### src/ftao_pkg.sv
// package: constants and carrier types for the fault type alarm outputs block
package ftao_pkg;

  // --------------------------------------------------------------------------
  // clock and timing
  // --------------------------------------------------------------------------
  localparam int CLK_HZ = 50000000;
  localparam int TICK_US = 10000;
  localparam int TICK_CYC = (CLK_HZ / 1000000) * TICK_US;
  localparam int POLL_MS = 500;
  localparam int POLL_TICKS = (POLL_MS * 1000) / TICK_US;
  localparam int RESET_MIN_MS = 50;
  localparam int RESET_TICKS = (RESET_MIN_MS * 1000 + TICK_US - 1) / TICK_US;
  localparam logic [8:0] ALARM_TIME_MIN = 9'h001;
  localparam logic [8:0] ALARM_TIME_MAX = 9'h1F4;
  localparam int RUN_MULT_X10 = 25;

  // --------------------------------------------------------------------------
  // serial defaults
  // --------------------------------------------------------------------------
  localparam int BAUD_DEFAULT = 19200;
  localparam logic [7:0] STATION_DEFAULT = 8'h0A;
  localparam logic [15:0] REMOTE_ENABLE_LOC = 16'h0005;

  // --------------------------------------------------------------------------
  // widths and reset values
  // --------------------------------------------------------------------------
  localparam int CNT_W = 16;
  localparam logic [15:0] CNT_RESET = 16'h0000;
  localparam logic [8:0] TIME_RESET = 9'h000;
  localparam logic [19:0] DIV_RESET = 20'h00000;
  localparam int ALARM_N = 4;
  localparam int AL_TOTAL = 0;
  localparam int AL_BARE = 1;
  localparam int AL_PIN = 2;
  localparam int AL_GROSS = 3;

  typedef enum logic [1:0] {
    FTAO_PULSE = 2'b00,
    FTAO_HELD = 2'b01,
    FTAO_HELD_HV = 2'b10
  } ftao_mode_t;

  typedef enum logic [1:0] {
    FTAO_IDLE = 2'b00,
    FTAO_ARC = 2'b01,
    FTAO_CONTACT = 2'b10
  } ftao_state_t;

  typedef struct packed {
    logic pinhole;
    logic contact;
    logic multi_pinhole;
    logic gross_barewire;
  } ftao_faults_t;

  typedef struct packed {
    logic [15:0] total;
    logic [15:0] pinhole;
    logic [15:0] contact;
    logic [15:0] multi_pinhole;
    logic [15:0] gross_barewire;
  } ftao_counts_t;

endpackage : ftao_pkg

### src/ftao_alarm_outputs.sv
// module: fault typing, type alarms, count limits and serial keep-alive
`timescale 1ns/1ps

// ----------------------------------------------------------------------------
// Overview of operation
// ----------------------------------------------------------------------------
// Overview of operation
// - gross barewire alarm pulses for its hold time in pulse mode.
// - each alarm hold time is 0.01 to 5.0 s, used in pulse mode only.
// - in held mode an alarm stays on until a panel or remote reset.
// - total fault limit output on when total count reaches its threshold.
// - pinhole limit output on when pinhole count reaches its threshold.
// - contact limit output on when contact count reaches its threshold.
// - multi pinhole limit on when multi pinhole count reaches threshold.
// - gross barewire limit on when its count reaches its threshold.
// - combination select 0 uses pinhole or multi pinhole limits.
// - combination select 1 uses contact or gross barewire limits.
// - any barewire alarm fires on contact or gross barewire faults only.
// - any pinhole alarm fires on pinhole or multi pinhole faults only.
// - a single discharge without contact is a pinhole fault.
// - a discharge with contact is a contact fault, any length.
// - non-contact discharges spanning 2.5 electrode lengths are multi pinhole.
// - contact lasting 2.5 electrode lengths is a gross barewire fault.
// - the 2.5 length bound is turned into time from the line speed.
// - in serial mode remote enable must be polled every 500 ms or high voltage drops.
// - serial defaults 19200 baud 8N1, no flow control, station 10.
// - serial link carries Modbus RTU frames over full-duplex RS-485.
// - total fault alarm has a third mode that also cuts high voltage.
module ftao_alarm_outputs (
  input wire logic clk_sys,
  input wire logic rst,
  input wire logic discharge_pin,
  input wire logic contact_pin,
  input wire logic fault_reset_pin,
  input wire logic panel_reset,
  input wire logic count_reset,
  input wire logic [15:0] run_cycles_per_tick,
  input wire logic serial_mode,
  input wire logic remote_enable_poll,
  input wire logic [1:0] total_fault_alarm_mode,
  input wire logic [8:0] total_fault_alarm_time,
  input wire logic any_barewire_alarm_mode,
  input wire logic [8:0] any_barewire_alarm_time,
  input wire logic any_pinhole_alarm_mode,
  input wire logic [8:0] any_pinhole_alarm_time,
  input wire logic gross_barewire_alarm_mode,
  input wire logic [8:0] gross_barewire_alarm_time,
  input wire logic [15:0] total_fault_threshold,
  input wire logic [15:0] pinhole_threshold,
  input wire logic [15:0] contact_threshold,
  input wire logic [15:0] multi_pinhole_threshold,
  input wire logic [15:0] gross_barewire_threshold,
  input wire logic combination_select,
  output logic total_fault_alarm,
  output logic any_barewire_alarm,
  output logic any_pinhole_alarm,
  output logic gross_barewire_alarm,
  output logic total_fault_limit_out,
  output logic pinhole_limit_out,
  output logic contact_limit_out,
  output logic multi_pinhole_limit_out,
  output logic gross_barewire_limit_out,
  output logic combination_limit_out,
  output logic hv_enable,
  output ftao_pkg::ftao_faults_t fault_event
);

  typedef struct packed {
    logic [1:0] dis_s;
    logic [1:0] con_s;
    logic [1:0] frs_s;
    logic [19:0] div;
    logic tick;
    ftao_pkg::ftao_state_t st;
    logic [15:0] run;
    logic run_long;
    logic [3:0] fr_cnt;
    logic [9:0] poll_cnt;
    logic hv_trip;
    logic hv;
    logic [3:0] al;
    logic [3:0][8:0] hold;
    ftao_pkg::ftao_counts_t cnt;
    logic [5:0] lim;
    ftao_pkg::ftao_faults_t ev;
  } ftao_state_r_t;

  ftao_state_r_t s_r;
  ftao_state_r_t s_nxt;

  // threshold compare shared by all limit outputs
  function automatic logic ftao_reached(input logic [15:0] c, input logic [15:0] t);
    return c >= t;
  endfunction : ftao_reached

  logic [3:0] trig;
  logic [3:0] held;
  logic [3:0][8:0] atime;
  logic clear_all;
  logic run_thresh;

  always_comb begin
    atime[ftao_pkg::AL_TOTAL] = total_fault_alarm_time;
    atime[ftao_pkg::AL_BARE] = any_barewire_alarm_time;
    atime[ftao_pkg::AL_PIN] = any_pinhole_alarm_time;
    atime[ftao_pkg::AL_GROSS] = gross_barewire_alarm_time;
    held[ftao_pkg::AL_TOTAL] = total_fault_alarm_mode != ftao_pkg::FTAO_PULSE;
    held[ftao_pkg::AL_BARE] = any_barewire_alarm_mode;
    held[ftao_pkg::AL_PIN] = any_pinhole_alarm_mode;
    held[ftao_pkg::AL_GROSS] = gross_barewire_alarm_mode;
  end

  always_comb begin
    s_nxt = s_r;
    // --------------------------------------------------------------------
    // input synchronisers and 10 ms time base
    // --------------------------------------------------------------------
    s_nxt.dis_s = {s_r.dis_s[0], discharge_pin};
    s_nxt.con_s = {s_r.con_s[0], contact_pin};
    s_nxt.frs_s = {s_r.frs_s[0], fault_reset_pin};
    s_nxt.tick = 1'b0;
    if (s_r.div == 20'(ftao_pkg::TICK_CYC - 1)) begin
      s_nxt.div = ftao_pkg::DIV_RESET;
      s_nxt.tick = 1'b1;
    end else begin
      s_nxt.div = s_r.div + 20'h00001;
    end
    // remote reset: closure qualified for more than 50 ms
    clear_all = panel_reset;
    if (!s_r.frs_s[1]) begin
      s_nxt.fr_cnt = 4'h0;
    end else if (s_r.tick && s_r.fr_cnt != 4'(ftao_pkg::RESET_TICKS + 1)) begin
      s_nxt.fr_cnt = s_r.fr_cnt + 4'h1;
    end
    // fire only on the qualifying tick; a release at the last count must not clear
    if (s_r.frs_s[1] && s_r.tick
        && s_r.fr_cnt == 4'(ftao_pkg::RESET_TICKS)) begin
      clear_all = 1'b1;
    end
    // --------------------------------------------------------------------
    // fault typing; run length scaled from line speed input
    // --------------------------------------------------------------------
    s_nxt.ev = '0;
    run_thresh = s_r.run >= run_cycles_per_tick;
    unique case (s_r.st)
      ftao_pkg::FTAO_IDLE: begin
        s_nxt.run = ftao_pkg::CNT_RESET;
        s_nxt.run_long = 1'b0;
        if (s_r.con_s[1]) begin
          s_nxt.st = ftao_pkg::FTAO_CONTACT;
          s_nxt.ev.contact = 1'b1;
        end else if (s_r.dis_s[1]) begin
          s_nxt.st = ftao_pkg::FTAO_ARC;
          s_nxt.ev.pinhole = 1'b1;
        end
      end
      ftao_pkg::FTAO_ARC: begin
        if (!run_thresh) begin
          s_nxt.run = s_r.run + 16'h0001;
        end
        if (run_thresh && !s_r.run_long) begin
          s_nxt.run_long = 1'b1;
          s_nxt.ev.multi_pinhole = 1'b1;
        end
        if (s_r.con_s[1]) begin
          s_nxt.st = ftao_pkg::FTAO_CONTACT;
          s_nxt.run = ftao_pkg::CNT_RESET;
          s_nxt.run_long = 1'b0;
          s_nxt.ev.contact = 1'b1;
        end else if (!s_r.dis_s[1]) begin
          s_nxt.st = ftao_pkg::FTAO_IDLE;
        end
      end
      ftao_pkg::FTAO_CONTACT: begin
        if (!run_thresh) begin
          s_nxt.run = s_r.run + 16'h0001;
        end
        if (run_thresh && !s_r.run_long) begin
          s_nxt.run_long = 1'b1;
          s_nxt.ev.gross_barewire = 1'b1;
        end
        if (!s_r.con_s[1]) begin
          s_nxt.st = ftao_pkg::FTAO_IDLE;
        end
      end
      default: begin
        s_nxt.st = ftao_pkg::FTAO_IDLE;
      end
    endcase
    // --------------------------------------------------------------------
    // counters
    // --------------------------------------------------------------------
    if (count_reset) begin
      s_nxt.cnt = '0;
    end else begin
      if (|s_r.ev && s_r.cnt.total != 16'hFFFF) begin
        s_nxt.cnt.total = s_r.cnt.total + 16'h0001;
      end
      if (s_r.ev.pinhole && s_r.cnt.pinhole != 16'hFFFF) begin
        s_nxt.cnt.pinhole = s_r.cnt.pinhole + 16'h0001;
      end
      if (s_r.ev.contact && s_r.cnt.contact != 16'hFFFF) begin
        s_nxt.cnt.contact = s_r.cnt.contact + 16'h0001;
      end
      if (s_r.ev.multi_pinhole && s_r.cnt.multi_pinhole != 16'hFFFF) begin
        s_nxt.cnt.multi_pinhole = s_r.cnt.multi_pinhole + 16'h0001;
      end
      if (s_r.ev.gross_barewire && s_r.cnt.gross_barewire != 16'hFFFF) begin
        s_nxt.cnt.gross_barewire = s_r.cnt.gross_barewire + 16'h0001;
      end
    end
    s_nxt.lim[0] = ftao_reached(s_r.cnt.total, total_fault_threshold);
    s_nxt.lim[1] = ftao_reached(s_r.cnt.pinhole, pinhole_threshold);
    s_nxt.lim[2] = ftao_reached(s_r.cnt.contact, contact_threshold);
    s_nxt.lim[3] = ftao_reached(s_r.cnt.multi_pinhole, multi_pinhole_threshold);
    s_nxt.lim[4] = ftao_reached(s_r.cnt.gross_barewire, gross_barewire_threshold);
    s_nxt.lim[5] = combination_select ? (s_nxt.lim[2] | s_nxt.lim[4])
                                      : (s_nxt.lim[1] | s_nxt.lim[3]);
    // --------------------------------------------------------------------
    // type alarms: pulse or held; a new fault wins over a reset
    // --------------------------------------------------------------------
    trig[ftao_pkg::AL_TOTAL] = |s_r.ev;
    trig[ftao_pkg::AL_BARE] = s_r.ev.contact | s_r.ev.gross_barewire;
    trig[ftao_pkg::AL_PIN] = s_r.ev.pinhole | s_r.ev.multi_pinhole;
    trig[ftao_pkg::AL_GROSS] = s_r.ev.gross_barewire;
    for (int i = 0; i < ftao_pkg::ALARM_N; i++) begin
      if (trig[i]) begin
        s_nxt.al[i] = 1'b1;
        // clamp to the documented 0.01..5.0 s range
        if (atime[i] < ftao_pkg::ALARM_TIME_MIN) begin
          s_nxt.hold[i] = ftao_pkg::ALARM_TIME_MIN;
        end else if (atime[i] > ftao_pkg::ALARM_TIME_MAX) begin
          s_nxt.hold[i] = ftao_pkg::ALARM_TIME_MAX;
        end else begin
          s_nxt.hold[i] = atime[i];
        end
      end else if (held[i]) begin
        if (clear_all) begin
          s_nxt.al[i] = 1'b0;
        end
      end else if (s_r.al[i] && s_r.tick) begin
        if (s_r.hold[i] <= 9'h001) begin
          s_nxt.al[i] = 1'b0;
          s_nxt.hold[i] = ftao_pkg::TIME_RESET;
        end else begin
          s_nxt.hold[i] = s_r.hold[i] - 9'h001;
        end
      end
    end
    // --------------------------------------------------------------------
    // high voltage gating: serial keep-alive and trip mode
    // --------------------------------------------------------------------
    // polls come decoded from the serial front end
    if (remote_enable_poll || !serial_mode) begin
      s_nxt.poll_cnt = 10'h000;
    end else if (s_r.tick && s_r.poll_cnt != 10'(ftao_pkg::POLL_TICKS)) begin
      s_nxt.poll_cnt = s_r.poll_cnt + 10'h001;
    end
    if (trig[ftao_pkg::AL_TOTAL] && total_fault_alarm_mode == ftao_pkg::FTAO_HELD_HV) begin
      s_nxt.hv_trip = 1'b1;
    end else if (clear_all) begin
      s_nxt.hv_trip = 1'b0;
    end
    s_nxt.hv = !s_nxt.hv_trip && s_nxt.poll_cnt != 10'(ftao_pkg::POLL_TICKS);
  end

  always_ff @(posedge clk_sys or posedge rst) begin
    if (rst) begin
      s_r <= '0;
    end else begin
      s_r <= s_nxt;
    end
  end

  // --------------------------------------------------------------------------
  // outputs, each straight from state
  // --------------------------------------------------------------------------
  assign total_fault_alarm = s_r.al[ftao_pkg::AL_TOTAL];
  assign any_barewire_alarm = s_r.al[ftao_pkg::AL_BARE];
  assign any_pinhole_alarm = s_r.al[ftao_pkg::AL_PIN];
  assign gross_barewire_alarm = s_r.al[ftao_pkg::AL_GROSS];
  assign total_fault_limit_out = s_r.lim[0];
  assign pinhole_limit_out = s_r.lim[1];
  assign contact_limit_out = s_r.lim[2];
  assign multi_pinhole_limit_out = s_r.lim[3];
  assign gross_barewire_limit_out = s_r.lim[4];
  assign combination_limit_out = s_r.lim[5];
  assign fault_event = s_r.ev;
  assign hv_enable = s_r.hv;
endmodule : ftao_alarm_outputs

### config.mk
export PLATFORM = sky130hd
export DESIGN_NAME = ftao_alarm_outputs
export DESIGN_NICKNAME = d
export VERILOG_FILES = /design/src/ftao_pkg.sv /design/src/ftao_alarm_outputs.sv
export SDC_FILE = /design/constraint.sdc
export NUM_CORES = 1
export LEC_CHECK = 0
export ABC_AREA = 1
export BUFFER_PORTS_ARGS = -buffer_cell sky130_fd_sc_hd__buf_4
export CORE_MARGIN = 2
export CORE_UTILIZATION = 60
export DETAILED_ROUTE_END_ITERATION = 8
export PLACE_DENSITY = 0.83
export SYNTH_ARGS = -nofsm -noshare
export SYNTH_HDL_FRONTEND = slang
export SYNTH_SLANG_ARGS = --single-unit
### constraint.sdc
create_clock -name clk_sys -period 9.6 [get_ports clk_sys]
set_input_delay 0.96 -clock clk_sys [delete_from_list [all_inputs] [get_ports clk_sys]]
set_output_delay 0.96 -clock clk_sys [all_outputs]
set_load 0.1 [all_outputs]
Yosys cells after proc, flatten, opt, wreduce, memory -nomap -nowiden. Index checks and enable logic that the tools add are counted.

Add/sub/neg operators: 13. $lt $le $gt $ge: 18. Eq/ne operators: 25. Muxes and demuxes: 75. Bitwise operators: 4. Reduce and logical (&&, ||, !) cells: 51.

Operators with widths (count): $mux W9 (24); $add A16 B1 Y16 const B (6); $ge A16 B16 Y1 (6); $mux W16 (6); $mux W80 (1); $ne A16 B16 Y1 const B (5); $pmux W17 S3 (1); $gt A9 B9 Y1 const B (4); $le A9 B1 Y1 const B (4); $lt A9 B1 Y1 const B (4); $sub A9 B1 Y9 const B (4); $mux W1 (31); $reduce_bool A3 Y1 (9); $add A20 B1 Y20 const B (1); $eq A20 B19 Y1 const B (1); $mux W10 (2); $mux W20 (1); $ne A10 B6 Y1 const B (2); $reduce_bool A2 Y1 (10); $mux W17 (1); $logic_and A1 B1 Y1 (16); $reduce_and A3 Y1 (5); $add A10 B1 Y10 const B (1); $mux W2 (5); 19 further kinds (36).

Register bits after elaboration: 192. Bits of input ports: 147. Output and inout port bits: 15. Word-level logic and storage cells: 216.

Longest topological paths before layout.
Depth after elaboration: 7. Gate-level depth with buffers: 15. Mapped depth without buffers: 14.

Worst setup path before layout. OpenSTA, ideal clock, no wires.

Kind: in2reg. From: input port run_cycles_per_tick[7]. To: register s_r[149] (netlist bit). Library setup time: 0.133 ns. Arrival: 2.269 ns. Required time: 9.467 ns. Path slack: 7.198 ns. Stages on the path: 15. Path buffers: 1. Path through: inv_1 -> ha_1 -> nand2_1 -> nor2_1 -> nand2_1 -> nand2_1 -> nor2_1 -> nand2_1 -> nand2_1 -> nand2_1 -> inv_2 -> buf_2 -> nand2_1 -> nand3_1 -> o21ai_0.

Word-level cells in the longest chain between the ends: 4.

RTL lines: start: declaration (RTL line ftao_alarm_outputs.sv:37) `input wire logic [15:0] run_cycles_per_tick,`; $ge A16 B16 Y1 * (RTL line ftao_alarm_outputs.sv:144) `run_thresh = s_r.run >= run_cycles_per_tick;`; $mux W16 *; $mux W17; $pmux W17 S3 *; end signal: assignment (RTL line ftao_alarm_outputs.sv:271) `s_r <= s_nxt;`; end: declaration (RTL line ftao_alarm_outputs.sv:88) `ftao_state_r_t s_r;`.

Every way passes the cells marked *; elsewhere a longest branch is shown, timed or not. A chain may end at the register's enable or synchronous reset.

Final worst setup path.
From: input port run_cycles_per_tick[7]. To: register s_r[160] (netlist bit).

Same word-level chain as after synthesis.

==> key figures <==
Clocking
  – Post-CTS resize count: 0
  – Cts hold-fix bufs: 0
  – Clock-pin slew on the worst setup and hold paths: about 0.07 ns
  – Num CTS Buffers: 17
  – Clock Root Buffer: clkbuf_16
  – H-tree depth: 4
  – Setup bufs post-CTS: 0
  – CTS tree: done
  – Clock latency on the worst-skew pair: 0.44 ns
  – # clock sinks: 192
  – Clock buffer depth: 2

Synthesis
  – Syn avg cell area: ~7.4 um^2
  – Register area share after synthesis: a little over a third
  – Dominant synthesized flop cell: dfrtp_1
  – Ys Warns: 0
  – Synth unique cells: 55
  – Mapped cell area: 13800 um^2
  – Area leader, netlist: dfrtp_1
  – Ys async rst share: between 90% and 100%
  – Synth Instances: 1859
  – Post-synth top area share: 34.9%
  – Syn_nets: 2126
  – Flops & latches, synth: 192
  – Area contributors post-synth: dfrtp_1 (35%), ha_1 (11%), nand2_1 (9.9%), inv_1 (8.3%), nand3_1 (4.5%)
  – Post-synth EDFFs: 0

Drt
  – DR vias: 12800
  – DR WL/cell: 13.7 um
  – First-pass DRT Iterations: 5
  – Post-Route WL: roughly 32000 um
  – ANT nets after route: 0
  – Initial DRC Count: 745
  – Via density: 5.53
  – Post-route DRC: 0

Timing
  – Worst slew pin tran: 1.26 ns
  – Crit share post-route: roughly 28%
  – Final Max Slew Viols: 0
  – Worst slew margin: 15.7%
  – Setup TNS: 0 ns
  – Final Hold Fails: 0
  – Clock Skew: about 0.014 ns
  – Peak Freq: 378 MHz
  – Fin crit period: 2.65 ns
  – Unrepaired setup endpoints after global routing: no
  – Final setup viols: 0

Floorplanning
  – Top Ports: 162
  – Die Y: 155 um
  – Core Area: 22600 um^2
  – Row count: 55
  – Die Span X: 155 um
  – Initial Utilization: 60.9%
  – Die area: 24100 um^2

Global route
  – First-pass GRT wire length: 53800 um
  – Vias in the first global route: 12200
  – Antenna violations before repair: 0
  – GRT overflow: 0
  – Total global-route track usage: 26.7%
  – Largest net degree at the start of global routing: 127

Setup path
  – Nature of the critical path endpoint: flip-flop
  – Register-to-Register Setup Slack: about 7.1 ns
  – Crit-path cells: buf_4 > inv_1 > ha_1 > nand2_1 > nor2_1 > nand2_1 > nand2_1 > nor2_1 > nand2_1 > nand2_1 > nand2_1 > inv_2 > nand2_1 > nand3_1 > o21ai_0
  – Cell mode on critical path: nand2_1
  – Crit-path leading delay family: simple AND/OR/NAND/NOR gates
  – Worst setup path class: in -> reg
  – Setup crit start kind: primary input
  – CP max FO: 18
  – Buffers and inverters on the worst path: 3
  – Critical path arrival: 2.94 ns
  – CP Data Required Time: 9.89 ns
  – Slowest CP cell: inv_2
  – Critical path's largest stage delay: 0.43 ns

Power
  – Psw: 0.825 mW
  – Peak VDD IR: ~0.11 mV
  – Comb pwr share: 27.8%
  – Pwr dens: 149 nW/um^2
  – Clock power share: 31.3%
  – Cell-internal power: about 1.5 mW
  – LEAKAGE: 8.04 nW
  – Reg power frac: 41.0%
  – Post-route total power: 2.34 mW
  – Sw frac: 35.2%

Final layout
  – Fraction of layout cells with a size suffix above 1: 12.9%
  – Top reg by flops: s_r
  – Post-route cell area: 15800 um^2
  – Diode count: 0
  – Final Util: around 70%
  – Area growth syn-to-layout: 14.6%
  – Fin nets: roughly 2300
  – Max FFs per register: 174

Status
  – Outcome: finished, final reports clean

Place
  – RD Place Congestion: about 0.9
  – Port buffer count: around 160
  – Hpwl dp: 23800 um
  – Placement Cell Area: 15200 um^2

Job
  – Max-Cap Viols: 0

Min path
  – Worst Hold Class: reg -> reg
==> through the flow <==
| stage | std cells | hold slack (ns) | setup slack, ns |
|---|---|---|---|
| after global placement | 2280 | 0.337 | 6.66 |
| after detailed placement | 2280 | 0.337 | 6.56 |
| after global routing | 2311 | 0.360 | 6.76 |
| after CTS | 2311 | 0.356 | 7.02 |
| final | 2311 | 0.352 | 6.95 |
| after floorplan | 1859 | 0.331 | 3.41 |
==> layout make-up <==
type | instances | area (um^2)
clock buffer | 19 | 443
clock inverter | 12 | 159
fill | 1852 | 6810
inverter | 321 | 1220
multi-input combinational | 1319 | 7550
sequential | 192 | 4800
tap | 285 | 357
timing repair buffer | 163 | 1220
==> metal layers <==
| metal | wire (um) | GRT usage [%] |
|---|---|---|
| met1 | 13900 | 34.7 |
| met2 | 15400 | 45.4 |
| met3 | 1750 | 3.84 |
| met4 | 716 | 9.74 |
| met5 | 0 | 0 |
==> power groups by stage <==
stage               registers, mW  clock network (mW)  logic (mW)
CTS                         0.959               0.745       0.650
global route                0.971               0.777       0.726
floorplan                    1.01                   0       0.445
global placement            0.970                   0       0.622
detailed placement          0.973                   0       0.642
finish                      0.961               0.733       0.651
==> Yosys cell counts, types with 3 or more instances <==
cell type and n:
nand2_2 11, nor3_2 5, nand3_2 7, nor2_2 7
xnor2_1 7, o31ai_1 14, a22oi_1 17, or2_2 6
nand3b_1 6, inv_2 14, o21ai_1 11, xor2_1 54
o221ai_1 5, nor3_1 77, o21ai_0 107, nand2_1 363
buf_6 5, a31oi_1 8, buf_4 5, o211ai_1 8
nand3_1 125, buf_2 7, a21oi_1 123, clkbuf_1 8
dfrtp_1 192, nor4_1 10, inv_1 305, and3_1 3
ha_1 120, nor3_4 4, nor2_1 157, nand4_1 39
==> final timing paths <==
kind / from / endpoint / cells after the start
max: run_cycles_per_tick[7] / s_r[160]$_DFFE_PP0P_ / 15
min: s_nxt[191]$_DFF_PP0_ / s_r[191]$_DFF_PP0_ / 0
max reg2reg: s_r[154]$_DFFE_PP0P_ / s_r[160]$_DFFE_PP0P_ / 13
min reg2reg: s_nxt[191]$_DFF_PP0_ / s_r[191]$_DFF_PP0_ / 0
max in group asynchronous: rst / s_r[110]$_DFFE_PP0P_ / 3
min in group asynchronous: rst / s_r[158]$_DFFE_PP0P_ / 2
==> logic make-up (layout without fill, tap and decap cells) <==
kind of cell             count (synthesis)  count (layout)  synth area share, %
XOR/XNOR                                61              61                 3.88
flip-flops                             192             192                 34.9
AND/OR/NAND/NOR                        830             830                 27.5
adder cells (fa/ha/maj)                120             120                 10.9
AO/OA/AOI/OAI                          308             308                 12.6
buffers and inverters                  348             515                 10.1
==> cell usage in the layout, fill, tap and decap left out, drive strengths merged, types with 5 or more instances in the layout <==
cell type and count:
nand2 375, inv 322, dfrtp 192, nor2 167
buf 163, nand3 132, a21oi 126, ha 120
o21ai 120, nor3 86, xor2 54, nand4 39
clkbuf 19, a22oi 17, o31ai 14, nor4 11
o211ai 8, a31oi 8, or2 8, xnor2 7
nand3b 7, o221ai 5, clkinvlp 5
(Power assumes the default switching activity.)
